**src/verilog/dop_alu_pkg.sv**
```systemverilog
// constants, field layout and register map of the two-operand execution datapath
package dop_alu_pkg;
  localparam int          DATA_W     = 16;
  localparam int          BYTE_W     = 8;
  localparam int          SPEC_W     = 6;
  localparam int          FIELD_W    = 3;
  localparam int          FLAG_W     = 4;
  localparam int          RADDR_W    = 4;

  // instruction word layout
  localparam int          BYTE_BIT   = 15;
  localparam int          OP_HI      = 14;
  localparam int          OP_LO      = 12;
  localparam int          SRC_HI     = 11;
  localparam int          SRC_LO     = 6;
  localparam int          DST_HI     = 5;
  localparam int          DST_LO     = 0;
  localparam int          MODE_HI    = 5;
  localparam int          MODE_LO    = 3;
  localparam int          REG_HI     = 2;
  localparam int          REG_LO     = 0;

  // operation codes in the op field
  localparam logic [2:0]  OPC_COPY   = 3'h1;
  localparam logic [2:0]  OPC_CMP    = 3'h2;
  localparam logic [2:0]  OPC_BIT    = 3'h3;
  localparam logic [2:0]  OPC_BIC    = 3'h4;
  localparam logic [2:0]  OPC_BIS    = 3'h5;
  localparam logic [2:0]  OPC_ADDSUB = 3'h6;

  // condition flag positions in the status word
  localparam int          FLAG_C     = 0;
  localparam int          FLAG_V     = 1;
  localparam int          FLAG_Z     = 2;
  localparam int          FLAG_N     = 3;

  // register port map (word index)
  localparam logic [3:0]  REG_FLAGS  = 4'h0;
  localparam logic [3:0]  REG_RESULT = 4'h1;
  localparam logic [3:0]  REG_COUNT  = 4'h2;

  localparam logic [3:0]  FLAGS_RST  = 4'h0;
  localparam logic [15:0] WORD_ZERO  = 16'h0000;
  localparam logic [7:0]  BYTE_ZERO  = 8'h00;
  localparam logic [16:0] ONE_17     = 17'h00001;

  typedef enum logic [2:0] {
    ALU_NONE,
    ALU_COPY,
    ALU_CMP,
    ALU_BIT,
    ALU_BIC,
    ALU_BIS,
    ALU_ADD,
    ALU_SUB
  } alu_op_t;
endpackage

```
**src/verilog/double_operand_alu.sv**
```systemverilog
// two-operand execution datapath: copy, compare, bit test/clear/set, add, subtract
//
// How it works
// [RULE1] copy writes source into destination
// [RULE2] byte copy to register sign-extends
// [RULE3] copy flags: N,Z from source, V cleared
// [RULE4] compare adds source, inverted destination, one
// [RULE5] compare sets N and Z from result
// [RULE6] compare overflow: opposite signs, dest matches
// [RULE7] compare carry cleared on carry out
// [RULE8] bit test ANDs, flags only
// [RULE9] bit clear stores inverted source AND dest
// [RULE10] bit set stores source OR dest
// [RULE11] logic ops: N,Z from result, V cleared
// [RULE12] add stores two's complement sum
// [RULE13] add overflow: same signs, result differs
// [RULE14] add carry from msb, Z on zero
// [RULE15] subtract stores dest plus inverted source plus one
// [RULE16] subtract sets N and Z from result
// [RULE17] subtract overflow: opposite signs, source matches
// [RULE18] subtract carry set means borrow
// [RULE19] low field selects destination mode, register
// [RULE20] next field selects source mode, register
// [RULE21] byte ops work on low byte only
// [RULE22] flags kept in status word per instruction
//
// Added by the designer: the register addresses and the plain strobed port.
`timescale 1ns/10ps
module double_operand_alu
  import dop_alu_pkg::*;
(
  input  wire logic                         i_clk_sys,
  input  wire logic                         i_rst_n,
  input  wire logic                         i_start,
  input  wire logic [dop_alu_pkg::DATA_W-1:0]  i_instr,
  input  wire logic [dop_alu_pkg::DATA_W-1:0]  i_src,
  input  wire logic [dop_alu_pkg::DATA_W-1:0]  i_dst,
  input  wire logic                         i_dst_is_reg,
  input  wire logic [dop_alu_pkg::RADDR_W-1:0] i_reg_addr,
  input  wire logic [dop_alu_pkg::DATA_W-1:0]  i_reg_wdata,
  input  wire logic                         i_reg_wr,
  input  wire logic                         i_reg_rd,
  output logic      [dop_alu_pkg::DATA_W-1:0]  o_reg_rdata,
  output logic                              o_done,
  output logic                              o_not_in_group,
  output logic                              o_dst_write,
  output logic                              o_byte_write,
  output logic      [dop_alu_pkg::DATA_W-1:0]  o_result,
  output logic      [dop_alu_pkg::FIELD_W-1:0] o_src_mode,
  output logic      [dop_alu_pkg::FIELD_W-1:0] o_src_reg,
  output logic      [dop_alu_pkg::FIELD_W-1:0] o_dst_mode,
  output logic      [dop_alu_pkg::FIELD_W-1:0] o_dst_reg,
  output logic                              o_flag_n,
  output logic                              o_flag_z,
  output logic                              o_flag_v,
  output logic                              o_flag_c
);
  import dop_alu_pkg::*;

  logic [DATA_W-1:0] last_result;
  logic [DATA_W-1:0] exec_count;
  logic [SPEC_W-1:0] src_spec;
  logic [SPEC_W-1:0] dst_spec;
  logic [2:0]        op_field;
  logic              is_byte;
  alu_op_t           alu_op;
  logic              in_group;
  logic [DATA_W-1:0] src_al;
  logic [DATA_W-1:0] dst_al;
  logic [DATA_W:0]   sum;
  logic [DATA_W-1:0] res_al;
  logic [BYTE_W-1:0] res_byte;
  logic [DATA_W-1:0] next_result;
  logic              next_write;
  logic              next_v;
  logic              next_c;
  logic              next_n;
  logic              next_z;
  logic              take;

  // map op field and byte bit onto an operation
  function automatic alu_op_t decode_op(input logic [2:0] op, input logic byte_form);
    alu_op_t r;
    r = ALU_NONE;
    case (op)
      OPC_COPY:   r = ALU_COPY;
      OPC_CMP:    r = ALU_CMP;
      OPC_BIT:    r = ALU_BIT;
      OPC_BIC:    r = ALU_BIC;
      OPC_BIS:    r = ALU_BIS;
      OPC_ADDSUB: r = byte_form ? ALU_SUB : ALU_ADD;
      default:    r = ALU_NONE;
    endcase
    return r;
  endfunction

  // instruction fields
  // [RULE19] destination field split
  // [RULE20] source field split
  assign dst_spec = i_instr[DST_HI:DST_LO];
  assign src_spec = i_instr[SRC_HI:SRC_LO];
  assign op_field = i_instr[OP_HI:OP_LO];
  assign is_byte  = i_instr[BYTE_BIT] && (op_field != OPC_ADDSUB);
  assign alu_op   = decode_op(op_field, i_instr[BYTE_BIT]);
  assign in_group = (alu_op != ALU_NONE);
  assign take     = i_start && in_group;

  // [RULE21] byte operands aligned to the top byte
  // keeps one msb, one carry and one zero test for both widths
  assign src_al = is_byte ? {i_src[BYTE_W-1:0], BYTE_ZERO} : i_src;
  assign dst_al = is_byte ? {i_dst[BYTE_W-1:0], BYTE_ZERO} : i_dst;

  // the arithmetic and logic core
  always_comb
  begin
    sum        = {1'b0, WORD_ZERO};
    res_al     = WORD_ZERO;
    next_write = 1'b0;
    next_v     = 1'b0;
    next_c     = o_flag_c;
    case (alu_op)
      ALU_COPY:
      begin
        // [RULE1] source to destination
        res_al     = src_al;
        next_write = 1'b1;
      end
      ALU_CMP:
      begin
        // [RULE4] source plus inverted destination plus one
        // inverted pad of ones lets the +1 ripple into the byte
        sum    = {1'b0, src_al} + {1'b0, ~dst_al} + ONE_17;
        res_al = sum[DATA_W-1:0];
        // [RULE6] compare overflow
        next_v = (src_al[DATA_W-1] != dst_al[DATA_W-1]) && (dst_al[DATA_W-1] == res_al[DATA_W-1]);
        // [RULE7] compare carry inverted
        next_c = ~sum[DATA_W];
      end
      ALU_BIT:
      begin
        // [RULE8] and without write back
        res_al = src_al & dst_al;
      end
      ALU_BIC:
      begin
        // [RULE9] clear source bits
        res_al     = ~src_al & dst_al;
        next_write = 1'b1;
      end
      ALU_BIS:
      begin
        // [RULE10] inclusive or
        res_al     = src_al | dst_al;
        next_write = 1'b1;
      end
      ALU_ADD:
      begin
        // [RULE12] two's complement sum
        sum        = {1'b0, src_al} + {1'b0, dst_al};
        res_al     = sum[DATA_W-1:0];
        next_write = 1'b1;
        // [RULE13] add overflow
        next_v = (src_al[DATA_W-1] == dst_al[DATA_W-1]) && (res_al[DATA_W-1] != src_al[DATA_W-1]);
        // [RULE14] add carry out
        next_c = sum[DATA_W];
      end
      ALU_SUB:
      begin
        // [RULE15] destination plus inverted source plus one
        sum        = {1'b0, dst_al} + {1'b0, ~src_al} + ONE_17;
        res_al     = sum[DATA_W-1:0];
        next_write = 1'b1;
        // [RULE17] subtract overflow
        next_v = (src_al[DATA_W-1] != dst_al[DATA_W-1]) && (src_al[DATA_W-1] == res_al[DATA_W-1]);
        // [RULE18] set carry means borrow
        next_c = ~sum[DATA_W];
      end
      default:
      begin
        res_al = WORD_ZERO;
      end
    endcase
  end

  // [RULE3] [RULE5] [RULE11] [RULE14] [RULE16] n and z from result
  // v and c come from the core; logic ops and copy keep c
  assign next_n = res_al[DATA_W-1];
  assign next_z = (res_al == WORD_ZERO);

  // word handed back to the destination path
  assign res_byte = res_al[DATA_W-1:DATA_W-BYTE_W];
  always_comb
  begin
    next_result = res_al;
    if (is_byte)
    begin
      if (alu_op == ALU_COPY && i_dst_is_reg)
      begin
        // [RULE2] sign extension on byte copy to register
        next_result = {{BYTE_W{res_byte[BYTE_W-1]}}, res_byte};
      end
      else
      begin
        // [RULE21] upper byte untouched
        next_result = {i_dst[DATA_W-1:BYTE_W], res_byte};
      end
    end
  end

  // instruction handshake and result outputs
  always_ff @(posedge i_clk_sys or negedge i_rst_n)
  begin
    if (!i_rst_n)
    begin
      o_done         <= 1'b0;
      o_not_in_group <= 1'b0;
      o_dst_write    <= 1'b0;
      o_byte_write   <= 1'b0;
      o_result       <= WORD_ZERO;
    end
    else
    begin
      o_done         <= take;
      o_not_in_group <= i_start && !in_group;
      o_dst_write    <= take && next_write;
      o_byte_write   <= take && next_write && is_byte && !i_dst_is_reg;
      if (take)
      begin
        o_result <= next_result;
      end
    end
  end

  // operand specifiers held for the fetch logic
  always_ff @(posedge i_clk_sys or negedge i_rst_n)
  begin
    if (!i_rst_n)
    begin
      o_src_mode <= 3'h0;
      o_src_reg  <= 3'h0;
      o_dst_mode <= 3'h0;
      o_dst_reg  <= 3'h0;
    end
    else if (i_start)
    begin
      // [RULE19] destination mode and register
      o_dst_mode <= dst_spec[MODE_HI:MODE_LO];
      o_dst_reg  <= dst_spec[REG_HI:REG_LO];
      // [RULE20] source mode and register
      o_src_mode <= src_spec[MODE_HI:MODE_LO];
      o_src_reg  <= src_spec[REG_HI:REG_LO];
    end
  end

  // [RULE22] status word flags
  // an instruction ending wins over a software write in the same cycle
  always_ff @(posedge i_clk_sys or negedge i_rst_n)
  begin
    if (!i_rst_n)
    begin
      o_flag_n <= FLAGS_RST[FLAG_N];
      o_flag_z <= FLAGS_RST[FLAG_Z];
      o_flag_v <= FLAGS_RST[FLAG_V];
      o_flag_c <= FLAGS_RST[FLAG_C];
    end
    else if (take)
    begin
      o_flag_n <= next_n;
      o_flag_z <= next_z;
      o_flag_v <= next_v;
      o_flag_c <= next_c;
    end
    else if (i_reg_wr && i_reg_addr == REG_FLAGS)
    begin
      o_flag_n <= i_reg_wdata[FLAG_N];
      o_flag_z <= i_reg_wdata[FLAG_Z];
      o_flag_v <= i_reg_wdata[FLAG_V];
      o_flag_c <= i_reg_wdata[FLAG_C];
    end
  end

  // last result and executed-instruction count, visible to software
  always_ff @(posedge i_clk_sys or negedge i_rst_n)
  begin
    if (!i_rst_n)
    begin
      last_result <= WORD_ZERO;
      exec_count  <= WORD_ZERO;
    end
    else if (take)
    begin
      last_result <= next_result;
      exec_count  <= exec_count + 16'h0001;
    end
    else if (i_reg_wr && i_reg_addr == REG_COUNT)
    begin
      exec_count <= i_reg_wdata;
    end
  end

  // read port, data one cycle after the strobe; unmapped reads zero
  always_ff @(posedge i_clk_sys or negedge i_rst_n)
  begin
    if (!i_rst_n)
    begin
      o_reg_rdata <= WORD_ZERO;
    end
    else if (i_reg_rd)
    begin
      case (i_reg_addr)
        REG_FLAGS:  o_reg_rdata <= {12'h000, o_flag_n, o_flag_z, o_flag_v, o_flag_c};
        REG_RESULT: o_reg_rdata <= last_result;
        REG_COUNT:  o_reg_rdata <= exec_count;
        default:    o_reg_rdata <= WORD_ZERO;
      endcase
    end
    else
    begin
      o_reg_rdata <= WORD_ZERO;
    end
  end

  // [RULE1] copy checks
  a_copy_word_value: assert property (@(posedge i_clk_sys) disable iff (!i_rst_n) // [RULE1]
    (i_start && alu_op == ALU_COPY && !is_byte) |=> (o_dst_write && o_result == $past(i_src) && !o_flag_v))
    else $error("word copy did not store source");

  // [RULE2] sign extension check
  a_copy_byte_sext: assert property (@(posedge i_clk_sys) disable iff (!i_rst_n) // [RULE2]
    (i_start && alu_op == ALU_COPY && is_byte && i_dst_is_reg)
      |=> (o_result == {{BYTE_W{$past(i_src[BYTE_W-1])}}, $past(i_src[BYTE_W-1:0])}))
    else $error("byte copy to register not sign extended");

  // [RULE4] compare leaves operands alone
  a_cmp_no_write: assert property (@(posedge i_clk_sys) disable iff (!i_rst_n) // [RULE4]
    (i_start && (alu_op == ALU_CMP || alu_op == ALU_BIT)) |=> (o_done && !o_dst_write))
    else $error("compare or bit test wrote destination");

  // [RULE7] compare carry is unsigned less-than
  a_cmp_borrow: assert property (@(posedge i_clk_sys) disable iff (!i_rst_n) // [RULE7]
    (i_start && alu_op == ALU_CMP && !is_byte) |=> (o_flag_c == ($past(i_src) < $past(i_dst))))
    else $error("compare carry wrong");

  // [RULE5] compare zero on equal words
  a_cmp_zero: assert property (@(posedge i_clk_sys) disable iff (!i_rst_n) // [RULE5]
    (i_start && alu_op == ALU_CMP && !is_byte) |=> (o_flag_z == ($past(i_src) == $past(i_dst))))
    else $error("compare zero flag wrong");

  // [RULE11] logic ops keep carry and clear overflow
  a_logic_keep_c: assert property (@(posedge i_clk_sys) disable iff (!i_rst_n) // [RULE11]
    (i_start && (alu_op == ALU_BIT || alu_op == ALU_BIC || alu_op == ALU_BIS))
      |=> (o_flag_c == $past(o_flag_c) && !o_flag_v))
    else $error("logic op disturbed carry or overflow");

  // [RULE14] add carry out
  a_add_carry: assert property (@(posedge i_clk_sys) disable iff (!i_rst_n) // [RULE14]
    (i_start && alu_op == ALU_ADD) |=> (o_flag_c == ($past(i_src) > (16'hffff - $past(i_dst)))))
    else $error("add carry wrong");

  // [RULE15] subtract value
  a_sub_value: assert property (@(posedge i_clk_sys) disable iff (!i_rst_n) // [RULE15]
    (i_start && alu_op == ALU_SUB) |=> (o_dst_write && o_result == 16'($past(i_dst) - $past(i_src))))
    else $error("subtract result wrong");

  // [RULE21] byte ops other than copy keep destination upper byte
  a_byte_upper_kept: assert property (@(posedge i_clk_sys) disable iff (!i_rst_n) // [RULE21]
    (i_start && is_byte && alu_op != ALU_COPY && in_group)
      |=> (o_result[DATA_W-1:BYTE_W] == $past(i_dst[DATA_W-1:BYTE_W])))
    else $error("byte op changed upper byte");

  // [RULE19] destination specifier latched
  a_dst_fields: assert property (@(posedge i_clk_sys) disable iff (!i_rst_n) // [RULE19]
    i_start |=> ({o_dst_mode, o_dst_reg} == $past(i_instr[DST_HI:DST_LO])))
    else $error("destination specifier not decoded");
endmodule

```
**config.mk**
```make
export PLATFORM = sky130hd
export DESIGN_NAME = double_operand_alu
export DESIGN_NICKNAME = d
export VERILOG_FILES = /design/src/verilog/dop_alu_pkg.sv /design/src/verilog/double_operand_alu.sv
export SDC_FILE = /design/constraint.sdc
export NUM_CORES = 1
export LEC_CHECK = 0
export ABC_AREA = 1
export BUFFER_PORTS_ARGS = -buffer_cell sky130_fd_sc_hd__clkbuf_2
export CAP_MARGIN = 15
export CORE_ASPECT_RATIO = 1.25
export CORE_UTILIZATION = 45
export CTS_CLUSTER_SIZE = 24
export DETAILED_ROUTE_END_ITERATION = 6
export PLACE_DENSITY = 0.63
export SYNTH_ARGS = -nofsm -noshare
export SYNTH_HDL_FRONTEND = slang
export SYNTH_SLANG_ARGS = --single-unit
```
**constraint.sdc**
```tcl
create_clock -name i_clk_sys -period 2.3 [get_ports i_clk_sys]
set_clock_uncertainty 0.1 [all_clocks]
set_input_delay 0.46 -clock i_clk_sys [delete_from_list [all_inputs] [get_ports i_clk_sys]]
set_output_delay 0.46 -clock i_clk_sys [all_outputs]
set_load 0.02 [all_outputs]
```
# --- Yosys cells after proc, flatten, opt, wreduce, memory -nomap -nowiden ---
# Index checks and enable logic that the tools add are counted.
op_classes:
  n_bitwise: 7
  reduce_logical: 21
  n_eq_ne: 22
  mux: 22
  addsub: 6
ops:
  columns: ["cell", "n"]
  rows:
  - ["16-bit two-way mux", 7]
  - ["16-bit one-hot mux with 7 select lines", 1]
  - ["16-bit by 16-bit adder with 17-bit output", 3]
  - ["16-bit one-hot mux with 3 select lines", 1]
  - ["17-bit by 1-bit adder with 17-bit output, second input constant", 2]
  - ["16-bit bitwise AND", 2]
  - ["16-bit inverter", 2]
  - ["3-bit equality test, second input constant", 7]
  - ["3-bit one-hot mux with 6 select lines", 1]
  - ["16-bit by 1-bit adder with 16-bit output, second input constant", 1]
  - ["16-bit logical NOT", 1]
  - ["16-bit OR", 1]
  - ["3-bit by 2-bit equality test with 1-bit output, second input constant", 4]
  - ["1-bit logical AND", 12]
  - ["1-bit two-way mux", 10]
  - ["3-bit by 1-bit equality test with 1-bit output, second input constant", 2]
  - ["1-bit one-hot mux with 3 select lines", 2]
  - ["5-bit OR reduction", 1]
  - ["4-bit by 1-bit equality test with 1-bit output, second input constant", 1]
  - ["4-bit by 2-bit equality test with 1-bit output, second input constant", 1]
  - ["4-bit logical NOT", 1]
  - ["4-bit by 1-bit inequality test with 1-bit output, second input constant", 1]
  - ["2-bit nonzero test", 2]
  - ["1-bit equality test", 3]
  - ["6 further kinds", 9]
word_totals:
  regBits: 68
  inputBits: 74

# --- Longest topological paths before layout ---
# Gate-level depths: netlist of the first run.
depth:
  word_depth: 10
  mapped_depth: 30
  depth_no_buf: 27

# --- Least setup slack after synthesis of the first run ---
# No wires, ideal clock.
synth_path:
  path_type: "input port to flip-flop"
  from: "input i_instr[14] (netlist bit)"
  to: "register last_result[10]"
  required_ps: 2134
  arrival_ps: 3438
  stages: 23
  path_slack_ps: -1303
  cell_sequence: "buf_2 > nand3_4 > nand2_4 > buf_8 > buf_6 > buf_6 > clkbuf_1 > clkbuf_1 > o21ai_0 > ha_1 > inv_1 > a21oi_1 > inv_1 > a21oi_1 > inv_1 > a21oi_1 > nand2_1 > nand2_1 > nand3_1 > nand4_4 > nand2_4 > a21o_1 > nand2_1"
synth_via:
  elab_chain_len: 9
  word_cells_on_any_way: 34
  cone_classes: "add/sub (5); eq/ne (14); mux (6); bitwise (5); reduce/logical (4)"
synth_lines:
  columns: ["element", "line", "source"]
  rows:
  - ["start, declared", "double_operand_alu.sv:35", "input wire logic [dop_alu_pkg::DATA_W-1:0] i_instr,"]
  - ["3-bit inequality test", "double_operand_alu.sv:103", "assign is_byte = i_instr[BYTE_BIT] && (op_field != OPC_ADDSUB);"]
  - ["1-bit logical AND", "double_operand_alu.sv:103", null]
  - ["16-bit two-way mux (on tied branches)", "double_operand_alu.sv:110, double_operand_alu.sv:111", null]
  - ["16-bit inverter (on tied branches)", "double_operand_alu.sv:147, double_operand_alu.sv:170, double_operand_alu.sv:132", null]
  - ["16-bit by 16-bit adder with 17-bit output (on tied branches)", "double_operand_alu.sv:170, double_operand_alu.sv:132", null]
  - ["17-bit by 1-bit adder with 17-bit output (on tied branches)", "double_operand_alu.sv:170, double_operand_alu.sv:132", null]
  - ["16-bit one-hot mux with 7 select lines", "double_operand_alu.sv:121", "case (alu_op)"]
  - ["16-bit two-way mux", "double_operand_alu.sv:197", "if (alu_op == ALU_COPY && i_dst_is_reg)"]
  - ["16-bit two-way mux", "double_operand_alu.sv:195", "if (is_byte)"]
  - ["end signal, assigned", "double_operand_alu.sv:292", "last_result <= next_result;"]
  - ["end, declared", "double_operand_alu.sv:60", "logic [DATA_W-1:0] last_result;"]
# Several ways; a longest one is shown, not always the timed one.
# A chain may end at the register's enable or synchronous reset.

# --- Final worst setup path of the first run ---
layout_path:
  from: "input i_instr[12] (netlist bit)"
  to: "register last_result[11]"
# Same word-level chain as after synthesis.

==> out/metrics.csv, run 1 <==
stage;metric;value;unit
logic_synthesis;Mapped Area;0.00742;mm²
setup_path;critical path type;primary input to register;
logic_synthesis;Async SR Flop Fraction;100;%
timing;RSZ-0062 raised after global routing;true;
clock_tree;Root Buffer;clkbuf_16;
global_routing;global route total overflow;0;
timing;Fin Setup TNS;-13010;ps
clock_tree;Clock Pin Slew Worst Setup and Hold Paths;60;ps
timing;Setup WS post-layout;-770;ps
power;worst vdd ir;0.336;mV
clock_tree;CTS tree;built;
final_layout;sequential cell area;0.00170;mm²
global_routing;vias in the first global route;9532;
die;die width;117;µm
die;Initial Utilization;46.0;%
setup_path;crit path DAT;3190;ps
clock_tree;clk_lat worst skew;340;ps
route;initial DRC count;588;
die;# IOs;126;
route;via count;9626;
power;Pwr Density;513;mW/mm²
logic_synthesis;Yosys reg bits;68;
route;ANT nets after route;0;
setup_path;CP Max Fanout;7;
route;Avg WL per Cell;17.0;µm
clock_tree;cts hold-fix bufs;0;
final_layout;share of cells above drive strength 1;45.8;%
setup_path;crit end category;register;
setup_path;required time at the worst-slack endpoint;2420;ps
final_layout;Layout Area Growth over Synthesis;66.1;%
die;CORE AREA;0.0161;mm²
logic_synthesis;share of the synthesized area in the top cell type;22.9;%
setup_path;cells on worst reg2reg path;12;
route;DRC violations left;0;
timing;Max Slew Vio Count;0;
min_path;Hold Path Class;primary input to asynchronous set/reset pin;
final_layout;top flop regs;exec_count x16, last_result x16, o_reg_rdata x16;
global_routing;largest net degree at the start of global routing;69;
clock_tree;clock sinks;68;
timing;Final Cycle Share;133;%
flow_run;max-cap viol count;0;
clock_tree;TritonCTS Buffers;9;
timing;# setup viols final;20;
die;chip height;146;µm
timing;Rel. slew slack;68.7;%
timing;Final Hold Fails;0;
setup_path;crit path launch type;primary input;
route;routed vias/inst;5.27;
global_routing;first-pass GRT wire length;47.4;mm
logic_synthesis;Top FF cell, synth;dfrtp_1;
logic_synthesis;register area share after synthesis;22.9;%
final_layout;Final #Nets;1741;
place;detailed placement HPWL;24.1;mm
power;Pleak;6.55;nW
status;failing checks;negative setup slack;
timing;Peak Freq;326;MHz
route;drt pass-1 iters;5;
global_routing;GR Util All Layers;36.4;%
die;row count;52;
logic_synthesis;syn nets;1326;
logic_synthesis;Syn Inst Count;1192;
logic_synthesis;Post-synth EDFFs;0;
logic_synthesis;Yosys cell types;48;
logic_synthesis;Mean Syn Cell Area;6.22;µm²
die;die area;0.0170;mm²
place;gpl congestion;1.03;
timing;WHS;25.1;ps
timing;Slew @ Worst Pin;469;ps
status;outcome;finished with violations;
final_layout;multi-input combinational cell area;0.00598;mm²
logic_synthesis;top cells by area, synth;dfrtp_1 (23%), nand2_1 (16%), ha_1 (9.6%);
logic_synthesis;most numerous cell in the Yosys netlist;nand2_1;
final_layout;Filler cells;1284;
logic_synthesis;Yosys top cell by area;dfrtp_1;
timing;final worst path period need;3070;ps
final_layout;Ant. Diodes;0;
logic_synthesis;Synth Warn #;0;
logic_synthesis;most instantiated cells after synthesis;nand2_1 (320), inv_1 (182), nand3_1 (133), nor2_1 (102), dfrtp_1 (68);
clock_tree;clk buf depth;2;
global_routing;initial antenna violation count;0;
place;IO buf count;125;
clock_tree;H-Tree Depth;3;
route;Routed WL;31.1;mm
==> worst paths after layout <==
check / endpoint / slack, ps / from
setup reg to reg: exec_count[15] / 160 / exec_count[1]
setup / recovery: last_result[11] / -770 / i_instr[12]
hold / removal: exec_count[13] / 30 / i_rst_n
max in group asynchronous: o_reg_rdata[3] / 1750 / i_rst_n
hold reg to reg: o_src_mode[0] / 370 / o_src_mode[0]
min in group i_clk_sys: o_dst_reg[2] / 220 / i_instr[2]
==> per-layer routing <==
metal	wire (µm)	part of all wire, %	track usage, %
met2	15900	51	65.8
met3	1680	5.4	3.62
met1	11400	37	40.2
met4	2070	6.7	21.5
met5	0	0	0
==> worst max-delay path, stage by stage <==
cell and delay, ps:
buf_8 100, inv_4 50, nand3_4 130, nand2_8 180, buf_6 140, o21ai_1 60, buf_4 160, buf_4 150
buf_4 160, ha_4 160, o21ai_2 160, inv_2 70, a21oi_2 160, inv_2 70, a21oi_4 200, nand3_2 150
nand3_4 100, nand4_4 150, nand2_4 160, a21o_1 160, nand2_1 60
==> cells in the final DEF (no fill, tap or decap), types with 20 or more instances in the layout <==
master,count
ha_1,32
ha_4,21
inv_1,149
nor2_1,67
o21ai_0,36
nand3_1,99
inv_2,23
nor2_2,27
a21oi_1,40
nand3_2,30
nand2_1,261
o22ai_1,20
buf_4,279
nand2_2,58
nand4_1,25
buf_6,26
dfrtp_1,68
clkbuf_2,121
==> per-stage QoR <==
stage | power [mW] | util, % | setup slack (ps) | std cells | cell area (µm²)
floorplan | 2.98 | - | -911 | 1192 | 7630
detailed placement | 4.29 | 65.2 | -1240 | 1781 | 10500
global route | 6.68 | 76.4 | -936 | 1828 | 12300
CTS | 6.01 | 72.5 | -687 | 1815 | 11700
global placement | 4.26 | 65.2 | -1220 | 1781 | 10500
finish | 6.32 | 76.4 | -770 | 1828 | 12300
==> final cells by class <==
cell class,instances,area share (%)
sequential,68,13.8
clock buffer,10,1.86
tap,216,2.19
multi-input combinational,896,48.5
timing repair buffer,444,27.1
clock inverter,6,0.518
inverter,188,5.99
==> cell families (layout without fill, tap and decap cells) <==
kind of cell	Yosys count	in the layout	synth area share [%]
AOI/OAI and AO/OA	182	182	14.3
DFF	68	68	22.9
adders and majority gates	60	60	10.4
and+or+nand+nor	636	637	37.7
buffers and inverters	229	648	12.7
xor gates and xnor gates	17	17	2.01
==> repair_timing <==
item	in CTS	in global routing
cloned	2	2
endpoints found under the hold margin	0	0
buffers inserted	23	14
pin swaps	68	81
gates resized for setup	182	138
endpoints found under the setup margin	23	25
==> where the power goes <==
group	internal [mW]	switching, mW	leakage [nW]	total [mW]
Clock	0.839	0.544	0.139	1.38
Combinational	1.53	1.92	5.56	3.46
Sequential	1.36	0.130	0.856	1.49
(Power assumes the default switching activity.)
==> run 2, diff against run 1 <==
Settings changed: CORE_UTILIZATION 45 to 55, PLACE_DENSITY 0.63 to 0.75, RECOVER_POWER from default to 50.
Clock period 2.3 ns to 3.8 ns, I/O delays scaled along.
==> out/metrics.csv, run 2 (same netlist as run 1, synthesis figures left out) <==
stage;metric;value;unit
status;outcome;finished with violations;
status;failing checks;design-rule violations;
power;Combinational Power Share;45.5;%
setup_path;crit-path cells;clkbuf_2, inv_4, nand3_4, nand2_4, clkinvlp_4, buf_4, buf_4, or2_2, o21ai_0, ha_1, nor2_2, inv_1, nor3_2, nand3_1, nand2_1, nand2_1, nand3_1, nand4_4, nand2_4, a21o_1, nand2_1;
setup_path;Top Family by Delay on Critical Path;simple AND/OR/NAND/NOR gates;
clock_tree;Clock Pin Slew Worst Setup and Hold Paths;60;ps
route;via count;8862;
setup_path;required time at the worst-slack endpoint;3920;ps
global_routing;initial antenna violation count;0;
setup_path;crit path launch type;primary input;
clock_tree;H-Tree Depth;3;
setup_path;crit end category;register;
timing;# setup viols final;0;
setup_path;largest stage delay on the critical path;340;ps
setup_path;Worst path most repeated cell;nand2_1;
die;die width;106;µm
setup_path;worst reg2reg path endpoint;exec_count[15];
power;Pleak;5.22;nW
setup_path;critical path type;primary input to register;
final_layout;Ant. Diodes;0;
final_layout;Filler cells;1242;
power;worst vdd ir;0.361;mV
final_layout;Post-Layout Cell Count;1577;
timing;Slew @ Worst Pin;1400;ps
place;gpl congestion;1.12;
global_routing;first-pass GRT wire length;41.6;mm
final_layout;Final Util;70.1;%
route;Avg WL per Cell;17.0;µm
setup_path;R2R Path Start;exec_count[1];
die;Initial Utilization;56.3;%
min_path;Hold Path Class;primary input to asynchronous set/reset pin;
flow_run;max-cap viol count;0;
clock_tree;CTS tree;built;
global_routing;vias in the first global route;8176;
timing;RSZ-0062 raised after global routing;false;
setup_path;CP max-delay cell;ha_1;
clock_tree;cts hold-fix bufs;0;
power;Clock power frac;26.3;%
final_layout;Layout Area Growth over Synthesis;24.4;%
global_routing;largest net degree at the start of global routing;58;
setup_path;crit path DAT;3760;ps
route;DRC violations left;3;
final_layout;share of cells above drive strength 1;21.4;%
place;IO buf count;125;
clock_tree;Root Buffer;clkbuf_16;
die;row count;47;
setup_path;CP Buf/Inv Count;6;
route;Routed WL;26.9;mm
timing;Peak Freq;275;MHz
die;chip height;132;µm
place;detailed placement HPWL;21.5;mm
timing;Max Slew Vio Count;0;
timing;final worst path period need;3640;ps
final_layout;Final #Nets;1535;
route;ANT nets after route;0;
final_layout;commonest non-fill, non-tap cell in the layout;nand2_1;
setup_path;R2R Setup Slk;1320;ps
clock_tree;clk_lat worst skew;340;ps
power;sequential share of power;28.3;%
die;CORE AREA;0.0132;mm²
die;die area;0.0140;mm²
final_layout;most frequent cells in the layout;nand2_1 (319), inv_1 (180), nand3_1 (130);
timing;Final Cycle Share;95.8;%
route;initial DRC count;751;
setup_path;CP Max Fanout;7;
route;drt pass-1 iters;7;
clock_tree;clk buf depth;2;
clock_tree;TritonCTS Buffers;9;
die;# IOs;126;
place;Placed Cells;1557;
global_routing;GR Util All Layers;38.4;%
clock_tree;clock sinks;68;
timing;Rel. slew slack;6.52;%
route;routed vias/inst;5.62;
timing;Final Hold Fails;0;
setup_path;cells on worst reg2reg path;12;
power;Pwr Density;345;mW/mm²
global_routing;global route total overflow;0;
power;switch share;41.5;%
power;Pint;1.86;mW
power;Sw Pwr;1.32;mW
final_layout;top flop regs;exec_count x16, last_result x16, o_reg_rdata x16;
run 2: metrics by stage:
step	TNS, ps	setup WS, ps	area (µm²)	total power, mW	hold slack (ps)
final	0	159	9230	3.19	322
after global routing	0	0.328	9230	3.36	367
after detailed placement	-1820	-227	8850	2.30	361
after CTS	0	109	9150	3.14	191
after global placement	-1260	-164	8850	2.28	354
after floorplan	0	91.4	7420	1.75	364
run 2: how the worst max path moves through the flow:
stage / to / depth (start not counted) / start
2_1_floorplan: last_result[10] / 23 / i_instr[14]
6_report: last_result[8] / 21 / i_instr[12]
3_3_place_gp: o_flag_z / 24 / i_instr[12]
4_1_cts: o_flag_z / 24 / i_instr[12]
5_1_grt: o_flag_z / 24 / i_instr[12]
3_5_place_dp: o_flag_z / 24 / i_instr[12]
run 2: power groups by stage:
stage | Combinational, mW | Sequential [mW] | Clock [mW]
after floorplan | 0.789 | 0.966 | 0
after detailed placement | 1.39 | 0.910 | 0
after global routing | 1.59 | 0.911 | 0.860
final | 1.45 | 0.902 | 0.837
after global placement | 1.37 | 0.908 | 0
after CTS | 1.40 | 0.899 | 0.838
run 2: area by class of cell:
type | instances | area [µm²] | area share [%]
Inverter | 188 | 712 | 7.71
Clock buffer | 9 | 225 | 2.44
Sequential cell | 68 | 1700 | 18.4
Clock inverter | 7 | 76.3 | 0.827
Tap cell | 171 | 214 | 2.32
Timing Repair Buffer | 239 | 1470 | 15.9
Multi-Input combinational cell | 895 | 4830 | 52.3
run 2: routing by layer:
layer | GRT usage, % | vias up | part of all wire [%]
li1 | - | 4265 | -
met1 | 44.4 | 4040 | 37
met2 | 67.5 | 450 | 50
met3 | 4.10 | 107 | 7.4
met4 | 23.8 | 0 | 6.1
met5 | 0 | - | 0
run 2: repair_timing:
action                                  CTS  global route
endpoints found under the setup margin    0            14
gates resized for setup                   0            24
setup buffers                             0             4
==> run 3, diff against run 2 <==
Settings changed: ABC_AREA 1 to default.
==> out/metrics.csv, run 3 <==
stage;metric;value;unit
status;outcome;finished with violations;
status;failing checks;design-rule violations, max-capacitance violations, max-slew violations, negative setup slack;
logic_synthesis;Yosys cell types;79;
logic_synthesis;Post-synth EDFFs;0;
setup_path;crit path DAT;4110;ps
route;Avg WL per Cell;23.1;µm
route;via count;9499;
final_layout;Final #Nets;1397;
die;die width;105;µm
final_layout;commonest non-fill, non-tap cell in the layout;buf_4;
timing;WHS;404;ps
setup_path;worst setup path end;last_result[15];
global_routing;vias in the first global route;9243;
final_layout;Final Util;84.9;%
logic_synthesis;Async SR Flop Fraction;100;%
route;Routed WL;33.2;mm
die;row count;46;
clock_tree;TritonCTS Buffers;9;
power;Pleak;5.16;nW
logic_synthesis;Compound-Gate Fraction of Synth Area;28.5;%
logic_synthesis;most numerous cell in the Yosys netlist;nand2_1;
final_layout;Post-Layout Cell Count;1436;
power;Pwr Density;349;mW/mm²
setup_path;CP max-delay cell;a211o_4;
logic_synthesis;register area share after synthesis;23.3;%
logic_synthesis;Synth Warn #;0;
setup_path;Worst path most repeated cell;buf_4;
logic_synthesis;Yosys top cell by area;dfrtp_1;
route;DRC violations left;1;
flow_run;max-cap viol count;1;
timing;RSZ-0062 raised after global routing;true;
route;ANT nets after route;0;
logic_synthesis;XOR/XNOR share of the synthesized area;2.52;%
logic_synthesis;mux cell area share after synthesis;5.73;%
timing;Max Slew Vio Count;69;
die;# IOs;126;
logic_synthesis;Mean Syn Cell Area;7.77;µm²
timing;Final Hold Fails;0;
setup_path;crit-path cells;clkbuf_2, and3b_2, nor2_4, mux2i_2, inv_2, buf_4, ha_2, buf_4, o21ai_0, nand3b_1, o211ai_1, a2111oi_2, a211o_1, a211o_4, a22oi_2, o21ai_1;
logic_synthesis;area share of and/or/nand/nor cells after synthesis;23.2;%
logic_synthesis;Mapped Area;0.00729;mm²
die;CORE AREA;0.0128;mm²
final_layout;Layout Area Growth over Synthesis;49.4;%
logic_synthesis;top cells by area, synth;dfrtp_1 (23%), ha_1 (9.8%), nand2_1 (5.0%);
clock_tree;CTS tree;built;
logic_synthesis;Yosys reg bits;68;
setup_path;crit end category;register;
setup_path;required time at the worst-slack endpoint;3890;ps
clock_tree;H-Tree Depth;3;
setup_path;critical path type;primary input to register;
timing;Slew @ Worst Pin;1660;ps
setup_path;worst reg2reg path endpoint;exec_count[15];
timing;final worst path period need;4020;ps
die;Initial Utilization;56.8;%
setup_path;crit path launch type;primary input;
setup_path;CP Max Fanout;4;
logic_synthesis;Top FF cell, synth;dfrtp_1;
place;gpl congestion;1.05;
final_layout;top flop regs;exec_count x16, last_result x16, o_reg_rdata x16;
place;detailed placement HPWL;24.0;mm
route;initial DRC count;1072;
die;chip height;131;µm
setup_path;R2R Setup Slk;1670;ps
logic_synthesis;share of the synthesized area in the top cell type;23.3;%
setup_path;crit path launch;i_instr[14];
setup_path;cells on worst reg2reg path;7;
die;die area;0.0137;mm²
clock_tree;Root Buffer;clkbuf_16;
timing;# setup viols final;14;
clock_tree;clock sinks;68;
place;Placed Cells;1404;
logic_synthesis;syn nets;1072;
logic_synthesis;Synth Area in Adders;10.6;%
timing;Fin Setup TNS;-1570;ps
setup_path;largest stage delay on the critical path;330;ps
place;IO buf count;125;
min_path;Hold Path Class;register to register;
setup_path;CP Buf/Inv Count;4;
timing;Setup WS post-layout;-215;ps
logic_synthesis;main combinational cell family by area after synthesis;compound AO/OA/AOI/OAI gates;
route;routed vias/inst;6.61;
clock_tree;clk_lat worst skew;330;ps
logic_synthesis;Syn Inst Count;938;
global_routing;largest net degree at the start of global routing;69;
global_routing;first-pass GRT wire length;49.0;mm
clock_tree;clk buf depth;2;
final_layout;Ant. Diodes;0;
setup_path;R2R Path Start;exec_count[5];
global_routing;initial antenna violation count;0;
timing;Peak Freq;249;MHz
final_layout;share of cells above drive strength 1;41.7;%
global_routing;global route total overflow;0;
final_layout;most frequent cells in the layout;buf_4 (231), clkbuf_2 (121), nor2_1 (88);
clock_tree;Clock Pin Slew Worst Setup and Hold Paths;50;ps
timing;Rel. slew slack;-10.7;%
timing;Final Cycle Share;106;%
setup_path;number of cells on the critical path;16;
power;worst vdd ir;0.342;mV
route;drt pass-1 iters;7;
global_routing;GR Util All Layers;46.8;%
logic_synthesis;most instantiated cells after synthesis;nand2_1 (97), nor2_1 (92), dfrtp_1 (68), a21oi_1 (61), inv_1 (60);
setup_path;Top Family by Delay on Critical Path;compound AO/OA/AOI/OAI gates;
[run 3: layout make-up]
type	instances	area, µm²
flip-flops and latches	68	1700
fillers	782	1940
multi-input cells	756	5960
clock inverters	5	75.1
repair buffers	365	2460
clock buffers	11	243
inverters	63	246
well taps	168	210
[run 3: timing repair]
action                     4_1_cts  5_1_grt
buffers inserted                 6       10
pin swaps                        8       27
setup endpoints to repair       15       19
hold buffers                     0        0
gates resized for setup         22       92
[run 3: logic make-up after synthesis]
| kind of cell | after synthesis |
|---|---|
| fa+ha+maj | 60 |
| mux | 39 |
| flops | 68 |
| xor+xnor | 21 |
| buf+inv | 114 |
| simple gates | 343 |
| compound gates | 293 |
[run 3: worst reg2reg max path: cells and delay by family (launching register included)]
kind / cells / cell delay [ps]
AO/OA/AOI/OAI: 1 / 60
flip-flops: 1 / 470
AND/OR/NAND/NOR: 6 / 1430
[run 3: per-layer routing]
layer	track usage, %	part of all wire, %	up-vias
li1	-	-	4089
met1	48.8	34	4380
met2	81.3	46	779
met3	10.9	11	251
met4	39.4	9.2	0
met5	0	0	-
[run 3: report_power, final]
group	internal [mW]	total [mW]	switching [mW]
Sequential	0.840	0.975	0.135
Clock	0.588	0.889	0.301
Combinational	0.874	1.94	1.07
[run 3: how the worst min path moves through the flow]
stage          depth (start not counted)  slack, ps          start             to
6_report                               1        400   o_dst_reg[2]   o_dst_reg[2]
5_1_grt                                1        430  o_src_mode[0]  o_src_mode[0]
4_1_cts                                1        410   o_dst_reg[2]   o_dst_reg[2]
3_5_place_dp                           1        400   o_dst_reg[2]   o_dst_reg[2]
3_3_place_gp                           1        390   o_dst_reg[1]   o_dst_reg[1]
2_1_floorplan                          0        360        i_rst_n  exec_count[0]
[run 3: per-stage QoR]
stage | cell area [µm²] | setup slack [ps] | total power, mW
after floorplan | 7720 | -430 | 1.91
after global placement | 9930 | -577 | 2.61
after detailed placement | 9930 | -569 | 2.65
after CTS | 10400 | -94.1 | 3.60
after global routing | 10900 | -304 | 3.95
final | 10900 | -215 | 3.81
